===== src/rtl/bp_trace_trigger_map.vh =====
// offsets, field positions, reset values and codes of the breakpoint trace trigger control
`ifndef BP_TRACE_TRIGGER_MAP_VH
`define BP_TRACE_TRIGGER_MAP_VH
// ----------------------------------------------------------------
// register selects
// ----------------------------------------------------------------
`define SEL_INSTR_CTRL      2'h0
`define SEL_DATA_CTRL       2'h1
`define SEL_INSTR_CTRL_EXT  2'h2
`define SEL_DATA_CTRL_EXT   2'h3
// ----------------------------------------------------------------
// field positions
// ----------------------------------------------------------------
`define BIT_MORE_BP         31
`define BIT_RSVD30          30
`define BIT_PCT             29
`define BIT_GLOBAL_EN       28
`define BIT_RSVD27          27
`define FIELD_W             3
`define PRIMARY_FIELDS      9
`define EXT_FIELDS          6
`define MAX_BP              15
// ----------------------------------------------------------------
// reset values and action codes
// ----------------------------------------------------------------
`define CTRL_RESET          32'h0000_0000
`define ACT_STOP_ALL        3'h0
`define ACT_START_CPU       3'h1
`define ACT_STOP_CPU        3'h2
`define ACT_START_ALL       3'h3
`define ACT_STOP_ALL_DUMP   3'h4
`define ACT_START_CPU_DUMP  3'h5
`define ACT_START_ALL_DUMP  3'h7
`define ACT_RESERVED        3'h6
`endif


===== src/rtl/bp_trace_trigger_ctrl.v =====
// breakpoint-to-trace trigger control: action registers and trigger decode
// ----------------------------------------------------------------
// ----------------------------------------------------------------
`include "bp_trace_trigger_map.vh"

module bp_trace_trigger_ctrl #(
  parameter NUM_INSTR_BP  = 15,
  parameter NUM_DATA_BP   = 15,
  parameter FULL_FIELDS   = 1
) (
  // clock and reset
  input  wire        clk_sys,
  input  wire        nrst,
  // register access port
  input  wire [1:0]  regSel,
  input  wire        regWrite,
  input  wire [31:0] regWdata,
  output reg  [31:0] regRdata,
  // breakpoint match logic
  input  wire [14:0] instrMatch,
  input  wire [14:0] dataMatch,
  // trace control logic
  output reg         actionValid,
  output reg         traceStart,
  output reg         coherenceScope,
  output reg         counterDump,
  output reg         perfCounterTrigger,
  output reg         traceOn,
  output reg         coherenceTraceOn
);

  // ----------------------------------------------------------------
  // configuration storage
  // ----------------------------------------------------------------
  localparam [2:0] FIELD_MASK = FULL_FIELDS ? 3'h7 : 3'h1;
  localparam INSTR_PRESENT = (NUM_INSTR_BP > 0);
  localparam DATA_PRESENT  = (NUM_DATA_BP > 0);

  reg  [44:0] instrFields;
  reg  [44:0] dataFields;
  reg         instrEnable;
  reg         dataEnable;
  reg         instrPct;
  reg         dataPct;

  // mask of bits that exist for a given number of breakpoints
  function [44:0] implMask;
    input integer count;
    integer k;
    begin
      implMask = 45'h0;
      for (k = 0; k < `MAX_BP; k = k + 1) begin
        if (k < count) begin
          implMask[k*`FIELD_W +: `FIELD_W] = FIELD_MASK;
        end
      end
    end
  endfunction

  // index of the lowest set bit; zero when no bit is set
  function [4:0] lowestSet;
    input [14:0] vec;
    integer k;
    begin
      lowestSet = 5'h0;
      for (k = `MAX_BP - 1; k >= 0; k = k - 1) begin
        if (vec[k]) begin
          lowestSet = k[4:0];
        end
      end
    end
  endfunction

  // one bit per breakpoint that exists
  function [14:0] presentBits;
    input integer count;
    integer k;
    begin
      presentBits = 15'h0000;
      for (k = 0; k < `MAX_BP; k = k + 1) begin
        if (k < count) begin
          presentBits[k] = 1'b1;
        end
      end
    end
  endfunction

  // the action field of one breakpoint out of a packed set
  function [2:0] fieldAt;
    input [44:0] fields;
    input [4:0]  idx;
    begin
      fieldAt = fields[idx*`FIELD_W +: `FIELD_W];
    end
  endfunction

  wire [44:0] instrMask = implMask(NUM_INSTR_BP);
  wire [44:0] dataMask  = implMask(NUM_DATA_BP);

  // write is taken when the select matches; the new value is visible next cycle
  always @(posedge clk_sys or negedge nrst) begin
    if (!nrst) begin
      instrFields <= 45'h0;
      dataFields  <= 45'h0;
      instrEnable <= 1'b0;
      dataEnable  <= 1'b0;
      instrPct    <= 1'b0;
      dataPct     <= 1'b0;
    end else if (regWrite) begin
      case (regSel)
        `SEL_INSTR_CTRL: begin
          instrFields[26:0] <= regWdata[26:0] & instrMask[26:0];
          if (INSTR_PRESENT) begin
            instrEnable <= regWdata[`BIT_GLOBAL_EN];
            instrPct    <= regWdata[`BIT_PCT];
          end
        end
        `SEL_DATA_CTRL: begin
          dataFields[26:0] <= regWdata[26:0] & dataMask[26:0];
          if (DATA_PRESENT) begin
            dataEnable <= regWdata[`BIT_GLOBAL_EN];
            dataPct    <= regWdata[`BIT_PCT];
          end
        end
        `SEL_INSTR_CTRL_EXT: begin
          instrFields[44:27] <= regWdata[17:0] & instrMask[44:27];
        end
        `SEL_DATA_CTRL_EXT: begin
          dataFields[44:27] <= regWdata[17:0] & dataMask[44:27];
        end
        default: begin
          instrFields <= instrFields;
        end
      endcase
    end
  end

  // ----------------------------------------------------------------
  // read-back
  // ----------------------------------------------------------------
  wire moreInstr = (NUM_INSTR_BP > `PRIMARY_FIELDS);
  wire moreData  = (NUM_DATA_BP > `PRIMARY_FIELDS);
  reg  [31:0] next_regRdata;

  always @* begin
    next_regRdata = `CTRL_RESET;
    case (regSel)
      `SEL_INSTR_CTRL: begin
        next_regRdata[26:0]            = instrFields[26:0];
        next_regRdata[`BIT_GLOBAL_EN]  = instrEnable;
        next_regRdata[`BIT_PCT]        = instrPct;
        next_regRdata[`BIT_MORE_BP]    = moreInstr;
      end
      `SEL_DATA_CTRL: begin
        next_regRdata[26:0]            = dataFields[26:0];
        next_regRdata[`BIT_GLOBAL_EN]  = dataEnable;
        next_regRdata[`BIT_PCT]        = dataPct;
        next_regRdata[`BIT_MORE_BP]    = moreData;
      end
      `SEL_INSTR_CTRL_EXT: begin
        next_regRdata[17:0] = instrFields[44:27];
      end
      `SEL_DATA_CTRL_EXT: begin
        next_regRdata[17:0] = dataFields[44:27];
      end
      default: begin
        next_regRdata = `CTRL_RESET;
      end
    endcase
    // bits 30 and 27 are never assigned above, so they stay zero
    next_regRdata[`BIT_RSVD30] = 1'b0;
    next_regRdata[`BIT_RSVD27] = 1'b0;
  end

  // ----------------------------------------------------------------
  // trigger qualification
  // ----------------------------------------------------------------
  // a match on a breakpoint that does not exist is dropped: its field
  // reads zero and would otherwise decode as a stop of everything
  wire [14:0] instrExists = presentBits(NUM_INSTR_BP);
  wire [14:0] dataExists  = presentBits(NUM_DATA_BP);
  wire [14:0] instrLive   = instrEnable ? (instrMatch & instrExists) : 15'h0000;
  wire [14:0] dataLive    = dataEnable ? (dataMatch & dataExists) : 15'h0000;
  wire [4:0]  instrIdx    = lowestSet(instrLive);
  wire [4:0]  dataIdx     = lowestSet(dataLive);
  wire        instrFire   = |instrLive;
  wire        dataFire    = |dataLive;
  // instruction side wins outright; data triggers of that cycle are lost
  wire        useInstr    = instrFire;
  wire        anyFire     = instrFire | dataFire;
  wire [2:0]  code        = useInstr ? fieldAt(instrFields, instrIdx)
                                     : fieldAt(dataFields, dataIdx);
  wire        pctSel      = useInstr ? instrPct : dataPct;

  // ----------------------------------------------------------------
  // action decode
  // ----------------------------------------------------------------
  reg         decKnown;
  reg         decStart;
  reg         decAll;
  reg         decDump;

  // upper code bits are zero when only the lsb is kept, so the same
  // decode serves both field widths
  always @* begin
    decKnown = 1'b1;
    decStart = 1'b0;
    decAll   = 1'b0;
    decDump  = 1'b0;
    case (code)
      `ACT_STOP_ALL: begin
        decAll = 1'b1;
      end
      `ACT_START_CPU: begin
        decStart = 1'b1;
      end
      `ACT_STOP_CPU: begin
        decStart = 1'b0;
      end
      `ACT_START_ALL: begin
        decStart = 1'b1;
        decAll   = 1'b1;
      end
      `ACT_STOP_ALL_DUMP: begin
        decAll  = 1'b1;
        decDump = 1'b1;
      end
      `ACT_START_CPU_DUMP: begin
        decStart = 1'b1;
        decDump  = 1'b1;
      end
      `ACT_START_ALL_DUMP: begin
        decStart = 1'b1;
        decAll   = 1'b1;
        decDump  = 1'b1;
      end
      default: begin
        // the reserved code raises no trace action, though perfCounterTrigger still follows the PCT bit; a safe default for a software slip
        decKnown = 1'b0;
      end
    endcase
  end

  wire        codeValid   = anyFire & decKnown;

  // ----------------------------------------------------------------
  // registered outputs
  // ----------------------------------------------------------------
  always @(posedge clk_sys or negedge nrst) begin
    if (!nrst) begin
      regRdata           <= `CTRL_RESET;
      actionValid        <= 1'b0;
      traceStart         <= 1'b0;
      coherenceScope     <= 1'b0;
      counterDump        <= 1'b0;
      perfCounterTrigger <= 1'b0;
    end else begin
      regRdata           <= next_regRdata;
      actionValid        <= codeValid;
      traceStart         <= codeValid & decStart;
      coherenceScope     <= codeValid & decAll;
      counterDump        <= codeValid & decDump;
      perfCounterTrigger <= anyFire & pctSel;
    end
  end

  // ----------------------------------------------------------------
  // trace state
  // ----------------------------------------------------------------
  // writing the level it already holds leaves trace as it was, so a
  // repeated start or stop needs no extra state
  always @(posedge clk_sys or negedge nrst) begin
    if (!nrst) begin
      traceOn          <= 1'b0;
      coherenceTraceOn <= 1'b0;
    end else begin
      if (codeValid) begin
        traceOn <= decStart;
      end
      if (codeValid & decAll) begin
        coherenceTraceOn <= decStart;
      end
    end
  end

endmodule // bp_trace_trigger_ctrl


===== config.mk =====
export PLATFORM = sky130hd
export DESIGN_NAME = bp_trace_trigger_ctrl
export DESIGN_NICKNAME = d
export VERILOG_FILES = /design/src/rtl/bp_trace_trigger_ctrl.v
export VERILOG_INCLUDE_DIRS = /design/src /design/src/rtl
export SDC_FILE = /design/constraint.sdc
export NUM_CORES = 1
export LEC_CHECK = 0
export ABC_AREA = 1
export BUFFER_PORTS_ARGS = -buffer_cell sky130_fd_sc_hd__buf_2
export CAP_MARGIN = 15
export CORE_MARGIN = 4
export CORE_UTILIZATION = 40
export CTS_BUF_LIST = sky130_fd_sc_hd__clkbuf_4
export CTS_CLUSTER_DIAMETER = 80
export DETAILED_ROUTE_END_ITERATION = 10
export MAX_ROUTING_LAYER = met4
export SETUP_SLACK_MARGIN = 0.5
export SLEW_MARGIN = 20
export SYNTH_ARGS = -nofsm -noshare
export SYNTH_HDL_FRONTEND = slang
export SYNTH_SLANG_ARGS = --single-unit

===== constraint.sdc =====
create_clock -name clk_sys -period 6.48 [get_ports clk_sys]
set_input_delay 0.324 -clock clk_sys [delete_from_list [all_inputs] [get_ports clk_sys]]
set_output_delay 0.324 -clock clk_sys [all_outputs]
set_load 0.1 [all_outputs]

# Yosys cells after proc, flatten, opt, wreduce, memory -nomap -nowiden
# Cells that the tools add are included.
# totals
ff_bits,131
word_cells,90
inputBits,67
output_inout_bits,39
# op_classes
reduce_logical,13
shifts,2
n_bitwise,6
eq_ne,9
muxes,42
n_mul,2
# ops
operator,n
5-bit two-way mux,28
45-bit by 8-bit variable part select with 3-bit output,2
18-bit case mux with 4 select lines,1
15-bit two-way mux,2
15-bit OR reduction,2
9-bit case mux with 2 select lines,1
"5-bit by 2-bit multiplier with 7-bit output, second input constant",2
"3-bit == test, second input constant",3
4-bit two-way mux,2
2-bit AND reduction,4
4-bit OR reduction,2
7-bit OR reduction,1
"3-bit by 2-bit == test with 1-bit output, second input constant",2
1-bit two-way mux,6
1-bit AND,5
"2-bit == test, second input constant",2
2-bit case mux with 2 select lines,1
"3-bit by 1-bit == test with 1-bit output, second input constant",1
3-bit zero test,1
3-bit two-way mux,1
3-bit OR reduction,1
"2-bit by 1-bit == test with 1-bit output, second input constant",1
2-bit zero test,1
2-bit OR reduction,1
1-bit bitwise OR,1

# Depth between registers and ports, before layout
# Gate-level depths: netlist of the first run.
# logic_depth
ltp_word,24
mapped_depth,32
depth_no_buf,31

# Worst setup path after synthesis of the first run
# Ideal clock, no wire load.
# synth_timing
path_kind,register -> register
startpoint,reg dataEnable
endpoint,reg coherenceTraceOn
required_ns,6.413
n_path_buf,2
stages_incl_launch_ff,31
setup_slack_ns,3.654
setup_ns,0.067
period_less_slack_ns,2.826
arrival_time_ns,2.760
cell_sequence,dfrtp_1 -> buf_6 -> inv_2 -> nor2_2 -> nand2_1 -> nand2_1 -> nand2_1 -> nand2_1 -> nand2_1 -> nand2_1 -> nand2_1 -> nand2_1 -> nand2_2 -> nand2_4 -> nand2_4 -> buf_6 -> clkinv_4 -> o21ai_0 -> o21ai_0 -> nand2_1 -> nand3_1 -> nand2_1 -> nand2_1 -> nand3_1 -> inv_1 -> ha_1 -> o31ai_1 -> nand2_2 -> nand2_1 -> nand2_1 -> nand2_1
# synth_between
elab_chain_len,24
word_cells_on_any_way,36
classes_between,mul: 1; eq/ne: 6; shift: 1; mux: 20; bitwise: 3; reduce/logical: 5
# synth_lines
item,line,source
start: declaration,bp_trace_trigger_ctrl.v:42,reg dataEnable;
start signal: assignment,bp_trace_trigger_ctrl.v:121,dataEnable <= regWdata[`BIT_GLOBAL_EN];
15-bit two-way mux (*),bp_trace_trigger_ctrl.v:183,wire [14:0] dataLive = dataEnable ? (dataMatch & dataExists) : 15'h0000;
4-bit two-way mux,bp_trace_trigger_ctrl.v:67,if (vec[k]) begin
5-bit two-way mux (14 in a row),bp_trace_trigger_ctrl.v:67,
5-bit by 2-bit multiplier with 7-bit output (no line),--,
45-bit by 8-bit variable part select with 3-bit output,bp_trace_trigger_ctrl.v:93,fieldAt = fields[idx*`FIELD_W +: `FIELD_W];
3-bit two-way mux,bp_trace_trigger_ctrl.v:191,"wire [2:0] code = useInstr ? fieldAt(instrFields, instrIdx)"
3-bit == test (tied with other cells),bp_trace_trigger_ctrl.v:210,case (code)
7-bit OR reduction (no line),--,
1-bit two-way mux,bp_trace_trigger_ctrl.v:210,
1-bit AND (*),bp_trace_trigger_ctrl.v:244,wire codeValid = anyFire & decKnown;
named net codeValid,bp_trace_trigger_ctrl.v:244,
1-bit AND (*),bp_trace_trigger_ctrl.v:280,if (codeValid & decAll) begin
end signal: assignment,bp_trace_trigger_ctrl.v:281,coherenceTraceOn <= decStart;
end: declaration,bp_trace_trigger_ctrl.v:29,output reg coherenceTraceOn
# Mark *: on every way through the listed nets, which the timed path passes. The rest lies on a longest branch.
# A chain may end at the register's enable or synchronous reset.

# Worst setup path in the final report of the first run
# Ends and elaborated chain as after synthesis.

==> key figures, run 1 <==
Route
  – Routed wire length: 18600 um
  – # DRC: 0
  – ANT nets after route: 0
  – Met3 wire len: 1080 um
  – First-pass iteration count of the detailed router: 5
  – Max layer used: met4
  – Vias/cell: 4.99
  – Routed wire per std cell: 16.2 um
  – Met1 wire length: 8180 um
  – Met2 WL: 8970 um
  – Initial DRC Count: 406
  – Vias: 5726

Die
  – Core area: 15900 um2
  – Total die area: 18400 um2
  – IO Pins: 106
  – Row cnt: 46
  – Die Width: 135 um
  – Chip height: 135 um
  – Initial Utilization: 0.409

Logic synthesis
  – Sequential fraction of the synthesis area: 0.504
  – Syn_area_per_cell: 7.92 um2
  – Post-synth cell types: 33
  – Synthesized flop and latch total: 131
  – Synthesis Warnings: 0
  – Syn Inst Count: 821
  – Post-synthesis cell area: 6500 um2

Setup path
  – Slowest cell on crit path: dfrtp_1
  – Family with the most delay on the worst path: simple AND/OR/NAND/NOR gates
  – CP max FO: 19
  – Crit path launch type: flop
  – Crit path DAT: 4.63 ns
  – Most used cell, CP: nand2_1
  – Worst path bufs/invs: 2
  – Crit path cell chain: o21ai_0 -> o21ai_1 -> nand2_1 -> nand2_1 -> nand2_1 -> nand2_1 -> nand3_1 -> inv_1 -> nand3_1 -> nand3_1 -> nand3_1 -> nand2_1 -> nand2_1 -> nand3_1 -> inv_1 -> ha_1 -> o31ai_1 -> nand2_2 -> nand2_1 -> nand2_1 -> nand2_1
  – Data required time of the worst path: 7.00 ns
  – CP max stage delay: 0.71 ns
  – CP Capture Type: flop
  – Crit Path Category: flop to flop

Global route
  – First-pass GRT wire length: 29300 um
  – Vias in the first global route: 5430
  – Largest net degree at the start of global routing: 80
  – Total gr overflow: 0
  – Tot GR Track Use: 0.216
  – Antenna violations before repair: 0

Finish
  – Most common cell after layout, fill and taps aside: nand2_1
  – Area grow syn2layout: 15.2%
  – Final std cells w/o fill: 1147
  – Layout cells sized above 1: 0.183
  – Most frequent cells in the layout: 280 x nand2_1, 131 x dfrtp_1, 117 x o21ai_0
  – Fillcell total: 1649
  – Nets: 988

Clock network
  – Num CTS Buffers: 17
  – Clk_lat worst skew: 0.58 ns
  – Number of H-tree levels: 4
  – PostCTS Resize Cnt: 0
  – Worst-case clock buffer depth: 2
  – Post-CTS setup buffer count: 0
  – Clock sinks: 131
  – Clk pin slew, worst setup/hold paths: 0.11 ns
  – CTS tree: done
  – Clock Tree Root: clkbuf_4

Power
  – Pwr per Cell Area: 348 nW/um2
  – Worst ir drop on vdd: 0.000187 V
  – Leak: 3.85 nW
  – Comb pwr share: 0.400
  – Flop pwr share: 0.407
  – Int Power: 1.39 mW
  – P_sw: 1.21 mW
  – Sw frac: 0.466
  – Clock power share: 0.194

Timing
  – Peak Freq: 0.243 GHz
  – Tcrit/Tclk final: 0.634
  – Worst Skew: 0.0192 ns
  – Setup TNS: 0 ns
  – Slew margin rel.: 0.387
  – Fin. Hold Viols: 0
  – Pins Over Slew Limit: 0
  – Slew @ Worst Pin: 0.917 ns
  – Setup Viol. Count Final: 0
  – Unrepaired setup endpoints after global routing: false
  – Min cycle time layout: 4.11 ns

Placement
  – PortBufs: 100
  – GPL Wtd Cong: 0.887
  – Hpwl dp: 12700 um
  – Placed Cells: 1104

Status
  – Status: finished clean

Job
  – Max-cap viol count: 0

Hold path
  – Worst hold path type: primary input to flop
[sequential cells by signal, indices dropped and copies added (netlist names)]
register,flops
coherenceScope,1
traceStart,1
instrEnable,1
instrPct,1
regRdata,30
coherenceTraceOn,1
counterDump,1
dataFields,45
actionValid,1
dataEnable,1
perfCounterTrigger,1
dataPct,1
instrFields,45
traceOn,1
[power groups by stage]
stage | clock network, mW | registers (mW) | logic (mW)
after floorplan | 0 | 1.37 | 0.499
after global placement | 0 | 1.08 | 1.03
after detailed placement | 0 | 1.08 | 1.04
after CTS | 0.519 | 1.06 | 1.04
after global routing | 0.559 | 1.08 | 1.14
final | 0.505 | 1.06 | 1.04
[logic make-up (layout without fill, tap and decap cells)]
kind of cell / after synthesis / count (layout) / share of synthesized area
and+or+nand+nor: 394 / 394 / 0.259
AOI/OAI and AO/OA: 168 / 168 / 0.146
DFF: 131 / 131 / 0.504
buffers and inverters: 123 / 231 / 0.0814
adders and majority gates: 4 / 4 / 0.00770
other: 1 / 3 / 0.000577
[final timing paths]
path                                                    from                            to  slack, ns  depth (start not counted)
worst max-delay path                  dataEnable$_DFFE_PN0P_  coherenceTraceOn$_DFFE_PN0P_       2.37                         21
worst min-delay path                            regWdata[25]    dataFields[25]$_DFFE_PN0P_       0.02                          3
worst max register to register        dataEnable$_DFFE_PN0P_  coherenceTraceOn$_DFFE_PN0P_       2.37                         21
worst min register to register  coherenceTraceOn$_DFFE_PN0P_  coherenceTraceOn$_DFFE_PN0P_       0.48                          2
max in group asynchronous                               nrst        regRdata[29]$_DFF_PN0_       5.21                          4
min in group asynchronous                               nrst         regRdata[7]$_DFF_PN0_       0.24                          2
[final cells by class]
cell class	instances	area (um2)	share of cell area
Antenna cell	1	2.50	0.000334
Clock buffer	17	128	0.0170
Clock inverter	15	116	0.0155
Inverter	82	313	0.0418
Multi-Input combinational cell	568	2700	0.361
Sequential cell	131	3280	0.438
Tap cell	216	270	0.0361
Timing Repair Buffer	117	677	0.0904
[cell usage after synthesis]
master / n / area share
nand2_4: 4 / 0.0069
a22o_1: 5 / 0.0067
buf_4: 4 / 0.0046
o211ai_1: 14 / 0.016
nor2_2: 3 / 0.0029
o31ai_1: 3 / 0.0035
dfrtp_1: 131 / 0.50
a21oi_2: 1 / 0.0013
buf_1: 1 / 0.00058
o2111ai_1: 8 / 0.011
o21ai_2: 1 / 0.0013
clkbuf_1: 23 / 0.013
a21oi_1: 6 / 0.0046
nand2_1: 281 / 0.16
conb_1: 1 / 0.00058
buf_2: 8 / 0.0062
inv_2: 5 / 0.0029
nand3_2: 7 / 0.011
a31oi_1: 2 / 0.0019
nand3b_1: 1 / 0.0012
clkinv_4: 1 / 0.0013
o21bai_1: 1 / 0.0012
ha_1: 4 / 0.0077
nor2_1: 19 / 0.011
inv_1: 76 / 0.044
o22ai_1: 6 / 0.0058
o21ai_1: 4 / 0.0031
nand2_2: 8 / 0.0077
o21ai_0: 117 / 0.090
nand3_1: 60 / 0.046
buf_6: 5 / 0.0087
or2_2: 1 / 0.00096
nand4_1: 10 / 0.0096
[metrics by stage]
stage | hold WS (ns) | power, mW | setup WS, ns | instance area [um2] | utilization
2_1_floorplan | 0.0284 | 1.87 | 3.65 | 6500 | -
3_3_place_gp | 0.313 | 2.10 | 2.43 | 7120 | 0.448
3_5_place_dp | 0.314 | 2.11 | 2.38 | 7120 | 0.448
4_1_cts | 0.00116 | 2.62 | 2.33 | 7450 | 0.469
5_1_grt | 0.00333 | 2.78 | 1.79 | 7490 | 0.471
6_report | 0.0244 | 2.61 | 2.37 | 7490 | 0.471
[worst min-delay path, stage by stage]
cell and delay (ns):
buf_2 0.09, inv_1 0.06, o21ai_0 0.08
[metal layers]
| layer | track usage | vias to the layer above |
|---|---|---|
| met4 | 0.0705 | 0 |
| met5 | - | - |
| met3 | 0.0475 | 30 |
| li1 | - | 2874 |
| met2 | 0.341 | 180 |
| met1 | 0.280 | 2642 |
[timing repair]
action                                  4_1_cts  5_1_grt
endpoints found under the setup margin        0        0
endpoints found under the hold margin        63        1
hold buffers                                  8        1
Power figures use the tool's default switching activity.
==> inputs of run 2 (changes only) <==
clock period = 4.23 ns   (was 6.48 ns; I/O delays follow)
==> key figures, run 2 (synthesized netlist as in run 1, its figures left out) <==
Status
  – Status: finished clean

Die
  – Chip height: 135 um
  – Row cnt: 46
  – IO Pins: 106
  – Total die area: 18400 um2
  – Die Width: 135 um
  – Core area: 15900 um2
  – Initial Utilization: 0.409

Timing
  – Min cycle time layout: 3.34 ns
  – Slew @ Worst Pin: 0.918 ns
  – Setup TNS: 0 ns
  – Pins Over Slew Limit: 0
  – Hold WS: 0.261 ns
  – Fin. Hold Viols: 0
  – Tcrit/Tclk final: 0.790
  – Slew margin rel.: 0.388
  – Unrepaired setup endpoints after global routing: false
  – Setup Viol. Count Final: 0
  – Worst Skew: 0.0178 ns
  – Peak Freq: 0.299 GHz

Finish
  – Biggest registers after layout: dataFields x45, instrFields x45, regRdata x30
  – Nets: 1013
  – Most common cell after layout, fill and taps aside: nand2_1
  – Final instance area: 7740 um2
  – Layout Utilization: 0.488
  – Most frequent cells in the layout: 280 x nand2_1, 129 x dfrtp_1, 117 x o21ai_0
  – Layout cells sized above 1: 0.183
  – Area grow syn2layout: 19.2%

Global route
  – First-pass GRT wire length: 30100 um
  – Vias in the first global route: 5569
  – Largest net degree at the start of global routing: 101
  – Met3 usage: 0.0487
  – Layer with the highest usage: met2
  – Total gr overflow: 0
  – Met2 usage: 0.348
  – Met1 usage: 0.288
  – Tot GR Track Use: 0.220
  – Antenna violations before repair: 1

Setup path
  – Family with the most delay on the worst path: simple AND/OR/NAND/NOR gates
  – Most used cell, CP: nand2_1
  – CP max FO: 33
  – Data required time of the worst path: 4.73 ns
  – Worst path bufs/invs: 3
  – Crit Path Category: flop to flop
  – Crit path DAT: 3.84 ns
  – CP max stage delay: 0.47 ns
  – Slowest cell on crit path: dfrtp_2
  – Crit path launch type: flop
  – CP Capture Type: flop

Clock network
  – Clock sinks: 131
  – Clk_lat worst skew: 0.56 ns
  – CTS tree: done
  – Number of H-tree levels: 4
  – Clk pin slew, worst setup/hold paths: 0.11 ns
  – Worst-case clock buffer depth: 2
  – Clock Tree Root: clkbuf_4
  – Num CTS Buffers: 17

Placement
  – DP Area: 7130 um2
  – Hpwl dp: 12800 um
  – PortBufs: 100
  – GPL Wtd Cong: 0.873

Power
  – Worst ir drop on vdd: 0.000262 V
  – Pwr per Cell Area: 528 nW/um2
  – Leak: 3.95 nW

Route
  – ANT nets after route: 0
  – Routed wire per std cell: 16.2 um
  – Vias/cell: 5.02
  – First-pass iteration count of the detailed router: 6
  – Vias: 5881
  – Initial DRC Count: 538
  – Routed wire length: 19000 um
  – # DRC: 0

Hold path
  – Worst hold path type: primary input to flop

Job
  – Max-cap viol count: 0
-- run 2: changes by cell type in the layout (fill, tap and decap cells not counted), moves of 2 or more --
cell,change
buf_4,+4
clkinv_2,-2
dfrtp_1,-2
dfrtp_2,+2
dlygate4sd3_1,+22
-- run 2: through the flow --
stage	instances	total power, mW	setup WS [ns]
after detailed placement	1106	3.24	0.547
after floorplan	822	2.87	1.40
after global routing	1171	4.35	0.508
after global placement	1106	3.23	0.568
after CTS	1168	4.09	0.544
final	1171	4.09	0.886
-- run 2: cell type report --
class	instances	area [um2]
sequential	131	3280
antenna	1	2.50
fill	1649	8140
inverter	82	313
timing repair buffer	142	900
multi-input combinational	568	2710
clock inverter	14	140
clock buffer	17	128
tap	216	270
-- run 2: timing repair --
item | in CTS | in global routing
buffers inserted | 0 | 2
hold buffers | 31 | 0
setup endpoints to repair | 0 | 5
gates resized for setup | 0 | 4
hold endpoints to repair | 193 | 0
-- run 2: worst reg2reg max path: cells and delay by family, from the launching register on --
family	cells	cell delay [ns]
buf+inv	3	0.35
compound gates	3	0.56
simple gates	21	1.75
fa+ha+maj	1	0.19
flops	1	0.47
-- run 2: worst paths after layout --
check / cells past startpoint / slack (ns) / startpoint / endpoint
worst max-delay path: 28 / 0.89 / dataEnable$_DFFE_PN0P_ / coherenceTraceOn$_DFFE_PN0P_
worst min-delay path: 5 / 0.26 / regSel[0] / regRdata[26]$_DFF_PN0_
worst max register to register: 28 / 0.89 / dataEnable$_DFFE_PN0P_ / coherenceTraceOn$_DFFE_PN0P_
worst min register to register: 2 / 0.48 / coherenceTraceOn$_DFFE_PN0P_ / coherenceTraceOn$_DFFE_PN0P_
max in group asynchronous: 3 / 2.90 / nrst / dataEnable$_DFFE_PN0P_
min in group asynchronous: 2 / 0.34 / nrst / dataFields[10]$_DFFE_PN0P_
-- run 2: report_power, final --
| group | leakage, nW | switching [mW] | internal, mW |
|---|---|---|---|
| logic | 2.18 | 1.23 | 0.411 |
| clock network | 0.129 | 0.485 | 0.342 |
| registers | 1.64 | 0.155 | 1.47 |
-- run 2: per-layer routing --
| layer | routed length (um) | vias to the layer above | share of wire |
|---|---|---|---|
| met5 | 0 | - | 0 |
| met4 | 342 | 0 | 0.018 |
| met3 | 1190 | 28 | 0.062 |
| met2 | 9050 | 194 | 0.48 |
| met1 | 8440 | 2735 | 0.44 |
| li1 | - | 2924 | - |
